<file path="src/stack_exec_pkg.sv">
// constants, types and layouts shared by the stack instruction execute logic
//
// Contract
// - push_literal_op stores its 8-bit literal at stack_frame_pointer, one word, one cycle
// - push_literal_op then decrements stack_frame_pointer by one
// - subtract_pointer_literal_op subtracts 6-bit k from indirect_pointer 0..2, flags kept
// - select 11 subtracts k from stack_frame_pointer, then returns to top_of_return_stack
// - subtract_unlink_return_op takes two cycles, second one a no-operation
// - enabling the extension also enables indexed literal offset addressing
// - extension off: file address is access bank, or bank_select_register bank
// - extension on, access bit 0, argument up to 5Fh: pointer plus offset
// - extension on, arguments above 5Fh keep literal addressing
// - pointer at 00h makes indexed accesses match ordinary access bank locations
// - indexed add_working_to_file_op adds W to pointer plus offset, sets five flags
// - destination bit 0 writes W, 1 writes the addressed byte
// - indexed bit_set_op sets bit b of pointer plus offset, flags kept, one cycle
// - indexed set_all_ones_op writes FFh to pointer plus offset, flags kept
// - extension_enable_bit resets to 0, extension disabled
package stack_exec_pkg;
  localparam int ADDR_W = 12;
  localparam int DATA_W = 8;
  localparam int INSTR_W = 16;
  localparam int PC_W = 21;
  localparam int REG_AW = 4;
  localparam int REG_DW = 16;
  localparam int NUM_PTR = 3;
  localparam int NIB_W = 4;
  localparam int FRAME_IDX = 2;

  // opcode fields
  localparam logic [7:0] OPC_PUSH = 8'hEA;
  localparam logic [7:0] OPC_SUBPTR = 8'hE9;
  localparam logic [5:0] OPC_ADD_WORK = 6'h09;
  localparam logic [3:0] OPC_BIT_SET = 4'h8;
  localparam logic [6:0] OPC_ALL_ONES = 7'h34;
  localparam logic [1:0] RET_SEL = 2'h3;

  // addressing
  localparam logic [7:0] IDX_LIMIT = 8'h5F;
  localparam logic [7:0] ACCESS_SPLIT = 8'h80;
  localparam logic [3:0] ACCESS_HI_BANK = 4'hF;
  localparam logic [ADDR_W-1:0] PTR_STEP = 12'h001;
  localparam logic [DATA_W-1:0] ALL_ONES = 8'hFF;

  // register map of the plain register port
  localparam logic [REG_AW-1:0] REG_CONFIG = 4'h0;
  localparam logic [REG_AW-1:0] REG_PTR0 = 4'h1;
  localparam logic [REG_AW-1:0] REG_WORK = 4'h4;
  localparam logic [REG_AW-1:0] REG_STATUS = 4'h5;
  localparam logic [REG_AW-1:0] REG_BANK = 4'h6;
  localparam logic [REG_AW-1:0] REG_STATE = 4'h7;
  localparam logic EXT_RESET = 1'b0;

  typedef struct packed {logic [7:0] opc; logic [7:0] lit;} instr_lit_s;
  typedef struct packed {logic [7:0] opc; logic [1:0] sel; logic [5:0] k;} instr_sub_s;
  typedef struct packed {logic [5:0] opc; logic d; logic a; logic [7:0] f;} instr_byte_s;
  typedef struct packed {logic [3:0] opc; logic [2:0] b; logic a; logic [7:0] f;} instr_bit_s;
  typedef struct packed {logic [6:0] opc; logic a; logic [7:0] f;} instr_set_s;

  // flags as held in the status register, bit 4 down to bit 0
  typedef struct packed {
    logic n;
    logic overflow_flag;
    logic z;
    logic digit_carry_flag;
    logic c;
  } flags_s;
  typedef struct packed {logic [ADDR_W-1:0] addr; logic we; logic [DATA_W-1:0] wdata;} mem_req_s;
  typedef struct packed {logic load; logic [PC_W-1:0] target;} ret_s;

  typedef enum logic [3:0] {Q1 = 4'h1, Q2 = 4'h2, Q3 = 4'h4, Q4 = 4'h8} q_e;
  typedef enum logic [1:0] {ST_RUN = 2'h1, ST_NOP = 2'h2} st_e;
  typedef enum logic [2:0] {OP_NONE, OP_PUSH, OP_SUBPTR, OP_SUBRET, OP_ADD, OP_BSET,
                            OP_ONES} op_e;
  typedef enum logic [1:0] {ALU_ADD, ALU_BSET, ALU_ONES} alu_e;
endpackage

</file>
<file path="src/addr_resolve.sv">
// file operand to data memory address mapping, literal or indexed
module addr_resolve import stack_exec_pkg::*; (
  input wire logic [7:0] f, // file argument from the opcode
  input wire logic a, // access bank select bit
  input wire logic ext, // extension enabled
  input wire logic [3:0] bank, // bank select register
  input wire logic [ADDR_W-1:0] frame, // stack frame pointer
  output logic [ADDR_W-1:0] addr // resolved data address
);
  // indexed substitution only for small access-bank arguments
  always_comb begin
    if (!a && ext && (f <= IDX_LIMIT)) begin
      // plain 12-bit add, wraps in the data space; frame 0 gives f itself
      addr = frame + {{(ADDR_W-8){1'b0}}, f};
    end else if (!a) begin
      addr = (f < ACCESS_SPLIT) ? {{(ADDR_W-8){1'b0}}, f} : {ACCESS_HI_BANK, f};
    end else begin
      addr = {bank, f};
    end
  end
endmodule

</file>
<file path="src/byte_alu.sv">
// byte operations for add, bit set and set-all-ones
module byte_alu import stack_exec_pkg::*; (
  input wire alu_e op, // operation select
  input wire logic [DATA_W-1:0] w, // working register
  input wire logic [DATA_W-1:0] m, // memory operand
  input wire logic [2:0] bitpos, // bit number for bit set
  output logic [DATA_W-1:0] res, // result byte
  output flags_s flg // flags, meaningful for add only
);
  logic [DATA_W:0] sum;
  logic [NIB_W:0] nib;

  // carries come from widened sums, overflow from sign agreement
  always_comb begin
    sum = {1'b0, w} + {1'b0, m};
    nib = {1'b0, w[NIB_W-1:0]} + {1'b0, m[NIB_W-1:0]};
    case (op)
      ALU_ADD: res = sum[DATA_W-1:0];
      ALU_BSET: res = m | (DATA_W'(1) << bitpos);
      ALU_ONES: res = ALL_ONES;
      default: res = m;
    endcase
    flg.c = sum[DATA_W];
    flg.digit_carry_flag = nib[NIB_W];
    flg.z = (sum[DATA_W-1:0] == '0);
    flg.n = sum[DATA_W-1];
    flg.overflow_flag = (w[DATA_W-1] == m[DATA_W-1]) && (sum[DATA_W-1] != w[DATA_W-1]);
  end
endmodule

</file>
<file path="src/stack_exec.sv">
// execute sequencer for the stack and indexed-offset instructions
//
// Added by the designer: the strobed register port and the address map.
module stack_exec import stack_exec_pkg::*; (
  input wire logic clk, // instruction clock, four per instruction cycle
  input wire logic rst_n, // asynchronous reset, active low
  input wire logic ce, // clock enable, freezes all state when low
  input wire logic [REG_AW-1:0] reg_addr, // register port address
  input wire logic [REG_DW-1:0] reg_wdata, // register write data
  input wire logic reg_we, // register write strobe
  input wire logic reg_re, // register read strobe
  output logic [REG_DW-1:0] reg_rdata, // read data, cycle after strobe
  input wire logic instr_valid, // fetched opcode present
  input wire logic [INSTR_W-1:0] instr, // fetched opcode
  output logic instr_ready, // opcode taken this cycle
  output mem_req_s mem_req, // data memory address, write strobe, data
  input wire logic [DATA_W-1:0] mem_rdata, // data memory read, same cycle
  input wire logic [PC_W-1:0] top_of_return_stack, // return stack top
  output ret_s ret // program counter load from return stack
);
  q_e q, next_q;
  st_e st, next_st;
  logic [INSTR_W-1:0] ir, next_ir;
  logic ir_ok, next_ir_ok;
  mem_req_s next_mem_req;
  ret_s next_ret;
  logic [DATA_W-1:0] res, next_res;
  flags_s flg, next_flg;
  logic [ADDR_W-1:0] ptr [NUM_PTR];
  logic [ADDR_W-1:0] next_ptr [NUM_PTR];
  logic [DATA_W-1:0] work, next_work;
  flags_s status, next_status;
  logic [3:0] bank, next_bank;
  logic ext, next_ext;
  logic [REG_DW-1:0] next_rdata;
  op_e op;
  alu_e alu_op;
  instr_lit_s i_lit;
  instr_sub_s i_sub;
  instr_byte_s i_byte;
  instr_bit_s i_bit;
  instr_set_s i_set;
  logic [ADDR_W-1:0] ea, wr_addr, k_ext;
  logic [DATA_W-1:0] alu_res;
  flags_s alu_flg;

  // opcode overlays
  assign i_lit = instr_lit_s'(ir);
  assign i_sub = instr_sub_s'(ir);
  assign i_byte = instr_byte_s'(ir);
  assign i_bit = instr_bit_s'(ir);
  assign i_set = instr_set_s'(ir);
  assign k_ext = {{(ADDR_W-6){1'b0}}, i_sub.k};

  // decode; anything unrecognised runs as a no-operation
  always_comb begin
    if (!ir_ok) begin
      op = OP_NONE;
    end else if (i_lit.opc == OPC_PUSH) begin
      op = OP_PUSH;
    end else if (i_sub.opc == OPC_SUBPTR) begin
      op = (i_sub.sel == RET_SEL) ? OP_SUBRET : OP_SUBPTR;
    end else if (i_byte.opc == OPC_ADD_WORK) begin
      op = OP_ADD;
    end else if (i_bit.opc == OPC_BIT_SET) begin
      op = OP_BSET;
    end else if (i_set.opc == OPC_ALL_ONES) begin
      op = OP_ONES;
    end else begin
      op = OP_NONE;
    end
    case (op)
      OP_ADD: alu_op = ALU_ADD;
      OP_BSET: alu_op = ALU_BSET;
      default: alu_op = ALU_ONES;
    endcase
  end

  // byte, bit and set formats share the a and f positions
  addr_resolve u_resolve (
    .f(i_byte.f),
    .a(i_byte.a),
    .ext(ext),
    .bank(bank),
    .frame(ptr[FRAME_IDX]),
    .addr(ea)
  );

  byte_alu u_alu (
    .op(alu_op),
    .w(work),
    .m(mem_rdata),
    .bitpos(i_bit.b),
    .res(alu_res),
    .flg(alu_flg)
  );

  assign wr_addr = (op == OP_PUSH) ? ptr[FRAME_IDX] : ea;
  assign instr_ready = (q == Q1) && (st == ST_RUN);

  // phase rotation, opcode capture and the return no-operation cycle
  always_comb begin
    next_ir = ir;
    next_ir_ok = ir_ok;
    next_st = st;
    case (q)
      Q1: next_q = Q2;
      Q2: next_q = Q3;
      Q3: next_q = Q4;
      Q4: next_q = Q1;
      default: next_q = Q1;
    endcase
    if (q == Q1) begin
      next_ir_ok = instr_ready && instr_valid;
      if (instr_ready && instr_valid) begin
        next_ir = instr;
      end
    end
    if (q == Q4) begin
      case (st)
        ST_RUN: next_st = (op == OP_SUBRET) ? ST_NOP : ST_RUN;
        ST_NOP: next_st = ST_RUN;
        default: next_st = ST_RUN;
      endcase
    end
  end

  always_ff @(posedge clk or negedge rst_n) begin
    if (!rst_n) begin
      q <= Q1;
      st <= ST_RUN;
      ir <= '0;
      ir_ok <= 1'b0;
    end else if (ce) begin
      q <= next_q;
      st <= next_st;
      ir <= next_ir;
      ir_ok <= next_ir_ok;
    end
  end

  // address in Q2, read and compute in Q3, write strobe in Q4
  always_comb begin
    next_mem_req = mem_req;
    next_res = res;
    next_flg = flg;
    next_ret.load = 1'b0;
    next_ret.target = ret.target;
    case (q)
      Q2: begin
        next_mem_req.addr = wr_addr;
        next_mem_req.we = 1'b0;
      end
      Q3: begin
        next_res = alu_res;
        next_flg = alu_flg;
        next_mem_req.we = (op == OP_PUSH) || (op == OP_BSET) || (op == OP_ONES) ||
                          ((op == OP_ADD) && i_byte.d);
        next_mem_req.wdata = (op == OP_PUSH) ? i_lit.lit : alu_res;
      end
      Q4: begin
        next_mem_req.we = 1'b0;
        if (op == OP_SUBRET) begin
          next_ret.load = 1'b1;
          next_ret.target = top_of_return_stack;
        end
      end
      default: next_mem_req.we = 1'b0;
    endcase
  end

  always_ff @(posedge clk or negedge rst_n) begin
    if (!rst_n) begin
      mem_req <= '0;
      res <= '0;
      flg <= '0;
      ret <= '0;
    end else if (ce) begin
      mem_req <= next_mem_req;
      res <= next_res;
      flg <= next_flg;
      ret <= next_ret;
    end
  end

  // architectural state; the executing instruction wins over a port write in Q4
  always_comb begin
    next_work = work;
    next_status = status;
    next_bank = bank;
    next_ext = ext;
    for (int i = 0; i < NUM_PTR; i++) begin
      next_ptr[i] = ptr[i];
      if (reg_we && (reg_addr == REG_AW'(REG_PTR0 + REG_AW'(i)))) begin
        next_ptr[i] = reg_wdata[ADDR_W-1:0];
      end
      if ((q == Q4) && (op == OP_SUBPTR) && (i_sub.sel == 2'(i))) begin
        next_ptr[i] = ptr[i] - k_ext;
      end
      if ((q == Q4) && (i == FRAME_IDX)) begin
        if (op == OP_PUSH) begin
          next_ptr[i] = ptr[i] - PTR_STEP;
        end else if (op == OP_SUBRET) begin
          next_ptr[i] = ptr[i] - k_ext;
        end
      end
    end
    if (reg_we) begin
      case (reg_addr)
        REG_CONFIG: next_ext = reg_wdata[0];
        REG_WORK: next_work = reg_wdata[DATA_W-1:0];
        REG_STATUS: next_status = flags_s'(reg_wdata[$bits(flags_s)-1:0]);
        REG_BANK: next_bank = reg_wdata[3:0];
        default: next_ext = ext;
      endcase
    end
    if ((q == Q4) && (op == OP_ADD)) begin
      next_status = flg;
      if (!i_byte.d) begin
        next_work = res;
      end
    end
  end

  // reset leaves the extension off
  always_ff @(posedge clk or negedge rst_n) begin
    if (!rst_n) begin
      for (int i = 0; i < NUM_PTR; i++) begin
        ptr[i] <= '0;
      end
      work <= '0;
      status <= '0;
      bank <= '0;
      ext <= EXT_RESET;
    end else if (ce) begin
      for (int i = 0; i < NUM_PTR; i++) begin
        ptr[i] <= next_ptr[i];
      end
      work <= next_work;
      status <= next_status;
      bank <= next_bank;
      ext <= next_ext;
    end
  end

  // read mux; unmapped offsets read zero, data stands one cycle only
  always_comb begin
    next_rdata = '0;
    if (reg_re) begin
      case (reg_addr)
        REG_CONFIG: next_rdata = REG_DW'(ext);
        REG_PTR0: next_rdata = REG_DW'(ptr[0]);
        REG_PTR0 + 4'h1: next_rdata = REG_DW'(ptr[1]);
        REG_PTR0 + 4'h2: next_rdata = REG_DW'(ptr[2]);
        REG_WORK: next_rdata = REG_DW'(work);
        REG_STATUS: next_rdata = REG_DW'(status);
        REG_BANK: next_rdata = REG_DW'(bank);
        REG_STATE: next_rdata = REG_DW'({st, q});
        default: next_rdata = '0;
      endcase
    end
  end

  always_ff @(posedge clk or negedge rst_n) begin
    if (!rst_n) begin
      reg_rdata <= '0;
    end else if (ce) begin
      reg_rdata <= next_rdata;
    end
  end
endmodule

</file>
<file path="config.mk">
export PLATFORM = sky130hd
export DESIGN_NAME = stack_exec
export DESIGN_NICKNAME = d
export VERILOG_FILES = /design/src/stack_exec_pkg.sv /design/src/addr_resolve.sv /design/src/byte_alu.sv /design/src/stack_exec.sv
export SDC_FILE = /design/constraint.sdc
export NUM_CORES = 1
export LEC_CHECK = 0
export BUFFER_PORTS_ARGS = -buffer_cell sky130_fd_sc_hd__buf_2
export CAP_MARGIN = 20
export CORE_UTILIZATION = 40
export DETAILED_ROUTE_END_ITERATION = 10
export PLACE_DENSITY_LB_ADDON = 0.1
export REMOVE_ABC_BUFFERS = 1
export SYNTH_ARGS = -nofsm -noshare
export SYNTH_HDL_FRONTEND = slang
export SYNTH_HIERARCHICAL = 1
export SYNTH_SLANG_ARGS = --single-unit
</file>
<file path="constraint.sdc">
create_clock -name clk -period 3.3 [get_ports clk]
set_input_delay 0.66 -clock clk [delete_from_list [all_inputs] [get_ports clk]]
set_output_delay 0.66 -clock clk [all_outputs]
set_load 0.01 [all_outputs]
</file>
==> key figures <==
Floorplanning
  – Die area: 24800 um2
  – Starting Density: between 40 and 50%
  – Die width: 157 um
  – Die Span Y: about 160 um
  – Row count: 56
  – Core area: 23500 um2
  – Io pins: ~130

Flow run
  – Maxcap violations: 0

Synthesis
  – Yosys warns: 6
  – Post-synth EDFFs: 0
  – Synth Register Bits: 145
  – Synth area leader: dfrtp_1
  – Largest cells by area after synthesis: dfrtp_1, mux2_2, ha_1
  – Top post-synthesis cells by count: dfrtp_1, nand2_1, nor2_1
  – Most frequent cell after synthesis: dfrtp_1
  – Sequential share of the synthesized area: 37.6%
  – Top cell type's share of synthesized area: 37.0%
  – Top_reg_cell synth: dfrtp_1
  – Synth Cell Area: 9660 um2
  – Ys async rst share: 100%
  – Synth unique cells: 91
  – Post-Synthesis Cells: 1049
  – Synth Area per Inst: ~9.2 um2

Setup path
  – Crit path DAT: 3230 ps
  – Worst setup EP type: flop
  – Worst R2R Start: i_bit[13]
  – Worst reg-to-reg setup slack: between 400 and 500 ps
  – Worst Reg-to-Reg Cells: 10
  – RR Endpoint: mem_req[5]
  – CP Class: flop to flop
  – Worst Setup Start Kind: flop
  – CP max FO: 7
  – CP required: 3660 ps

Detailed routing
  – 1st-iter DRT viols: 628
  – Final WL: between 30 and 40 mm
  – Residual DRC: 0
  – TritonRoute pass-1 iters: 5
  – Detailed-route vias per instance: 5.69
  – Via count: 8600
  – Wire length per cell: 20.2 um
  – Final ANT Viol Nets: 0

Clock network
  – Clock Tree Root: clkbuf_16
  – Latest clock arrival within the worst-skew pair: 440 ps
  – Hold buffer count at cts: 0
  – Number of post-CTS setup repair buffers: 0
  – CTS max path bufs: 2
  – Cts repair resizes: 0
  – Sink Count: 145
  – CTS tree: built
  – H-tree levels: 4
  – Worst-path clk slew: 70 ps
  – CTS Buf Count: 17

Placed design
  – IO Port Bufs: 122
  – Dpl hpwl: between 20 and 25 mm
  – GP Congestion: about 0.9
  – Dpl ws: between 400 and 500 ps

STA
  – RSZ-0062 raised after global routing: false
  – Final WS setup: 434 ps
  – Fin crit share: 86.8%
  – Endpoints failing hold: 0
  – Slew HR: ~50%
  – Setup violations, final: 0
  – Fmax: around 350 MHz
  – Clk_skew: 13.7 ps
  – Fin. max-slew vios: 0
  – Tmin final: 2870 ps
  – Worst-Margin Slew: 726 ps

Power and ir drop
  – Pleak: 5.16 nW
  – Power Density: around 750 nW/um2
  – Tot Pwr: between 8 and 9 mW
  – VDD IR max: 362 uV

Cells and area
  – NumNets Final: 1291
  – Diodes inserted: 0
  – Area Overhead vs Synth: 17.6%
  – Layout cells sized above 1: about a quarter

Global route
  – First-pass GRT wire length: ~48 mm
  – Total congestion overflow: 0
  – Largest net degree at the start of global routing: 69
  – Initial antenna violation count: 0
  – Vias in the first global route: 8217
  – GRT Total Usage: about a quarter

Outcome
  – Outcome: completed

Hold path
  – Hold Crit Class: input port to async pin
==> state kept, by name, summed over array words and instances, names as in the netlist, 4 cells and up <==
| register | count |
|---|---|
| bank | 4 |
| res | 8 |
| work | 8 |
| flg | 5 |
| ret | 22 |
| i_bit | 16 |
| mem_req | 21 |
| status | 5 |
| reg_rdata | 12 |
| q | 4 |
| ptr | 36 |
==> worst max-delay path, stage by stage, from the launching register on <==
cell,delay [ps]
dfrtp_1,440
or3b_4,430
or4_4,530
a21boi_4,170
nand2_1,100
nor2_1,170
buf_4,160
nor2_1,80
a22oi_1,410
mux2i_1,130
a21oi_1,160
==> cell families (layout without fill, tap and decap cells) <==
logic type	count (synthesis)	in the layout	share of synthesized area [%]
xor+xnor	26	26	2.44
fa+ha+maj	40	40	5.57
buf+inv	89	230	3.94
other cells	1	4	0.0388
flops	145	145	37.6
simple gates	338	338	17.3
mux	98	98	11.2
compound gates	312	312	21.9
==> per-stage QoR <==
stage | area, um2 | util (%) | cells | hold WS, ps | setup TNS, ps
global route | 11400 | 48.3 | 1512 | 212 | 0
CTS | 11400 | 48.3 | 1512 | 208 | 0
global placement | 10800 | 45.7 | 1480 | 456 | 0
detailed placement | 10800 | 45.7 | 1480 | 465 | 0
floorplan | 9430 | - | 999 | 364 | -30.8
finish | 11400 | 48.3 | 1512 | 177 | 0
==> worst max path at each step <==
stage,start,end,cells past startpoint
after global placement,i_bit[13],res[7],9
after floorplan,i_bit[10],res[7],9
final,i_bit[13],mem_req[5],10
after detailed placement,i_bit[13],res[7],9
after CTS,i_bit[13],res[7],9
after global routing,i_bit[13],mem_req[5],10
==> layer usage <==
metal  wire (um)  global-route usage, %  share of wire [%]
met5           0                      0                  0
met1       14100                   35.6                 46
met3        1690                   4.79                5.5
met2       14200                   40.9                 47
met4         493                   6.47                1.6
==> where the power goes <==
part           switching, mW  internal, mW  total [mW]
Combinational           2.01          1.62        3.62
Sequential             0.652          2.25        2.90
Clock                  0.926          1.08        2.01
Total                   3.58          4.94        8.53
==> cell usage in the layout, fill, tap and decap left out, types with 19 or more instances in the layout <==
cell type / n
a21oi_1: 66
buf_2: 121
buf_4: 39
dfrtp_1: 143
ha_1: 35
inv_1: 35
mux2_2: 58
mux2i_1: 37
nand2_1: 99
nand3_1: 21
nor2_1: 92
nor3_1: 28
o21ai_0: 65
o22ai_1: 19
==> final cells by class <==
class                      count  area [um2]
multi-input combinational    818        5670
clock inverter                15         171
timing repair buffer         162         930
sequential                   145        3630
tap                          319         399
fill                        2344       12200
inverter                      36         135
clock buffer                  17         425
(Power assumes the default switching activity.)
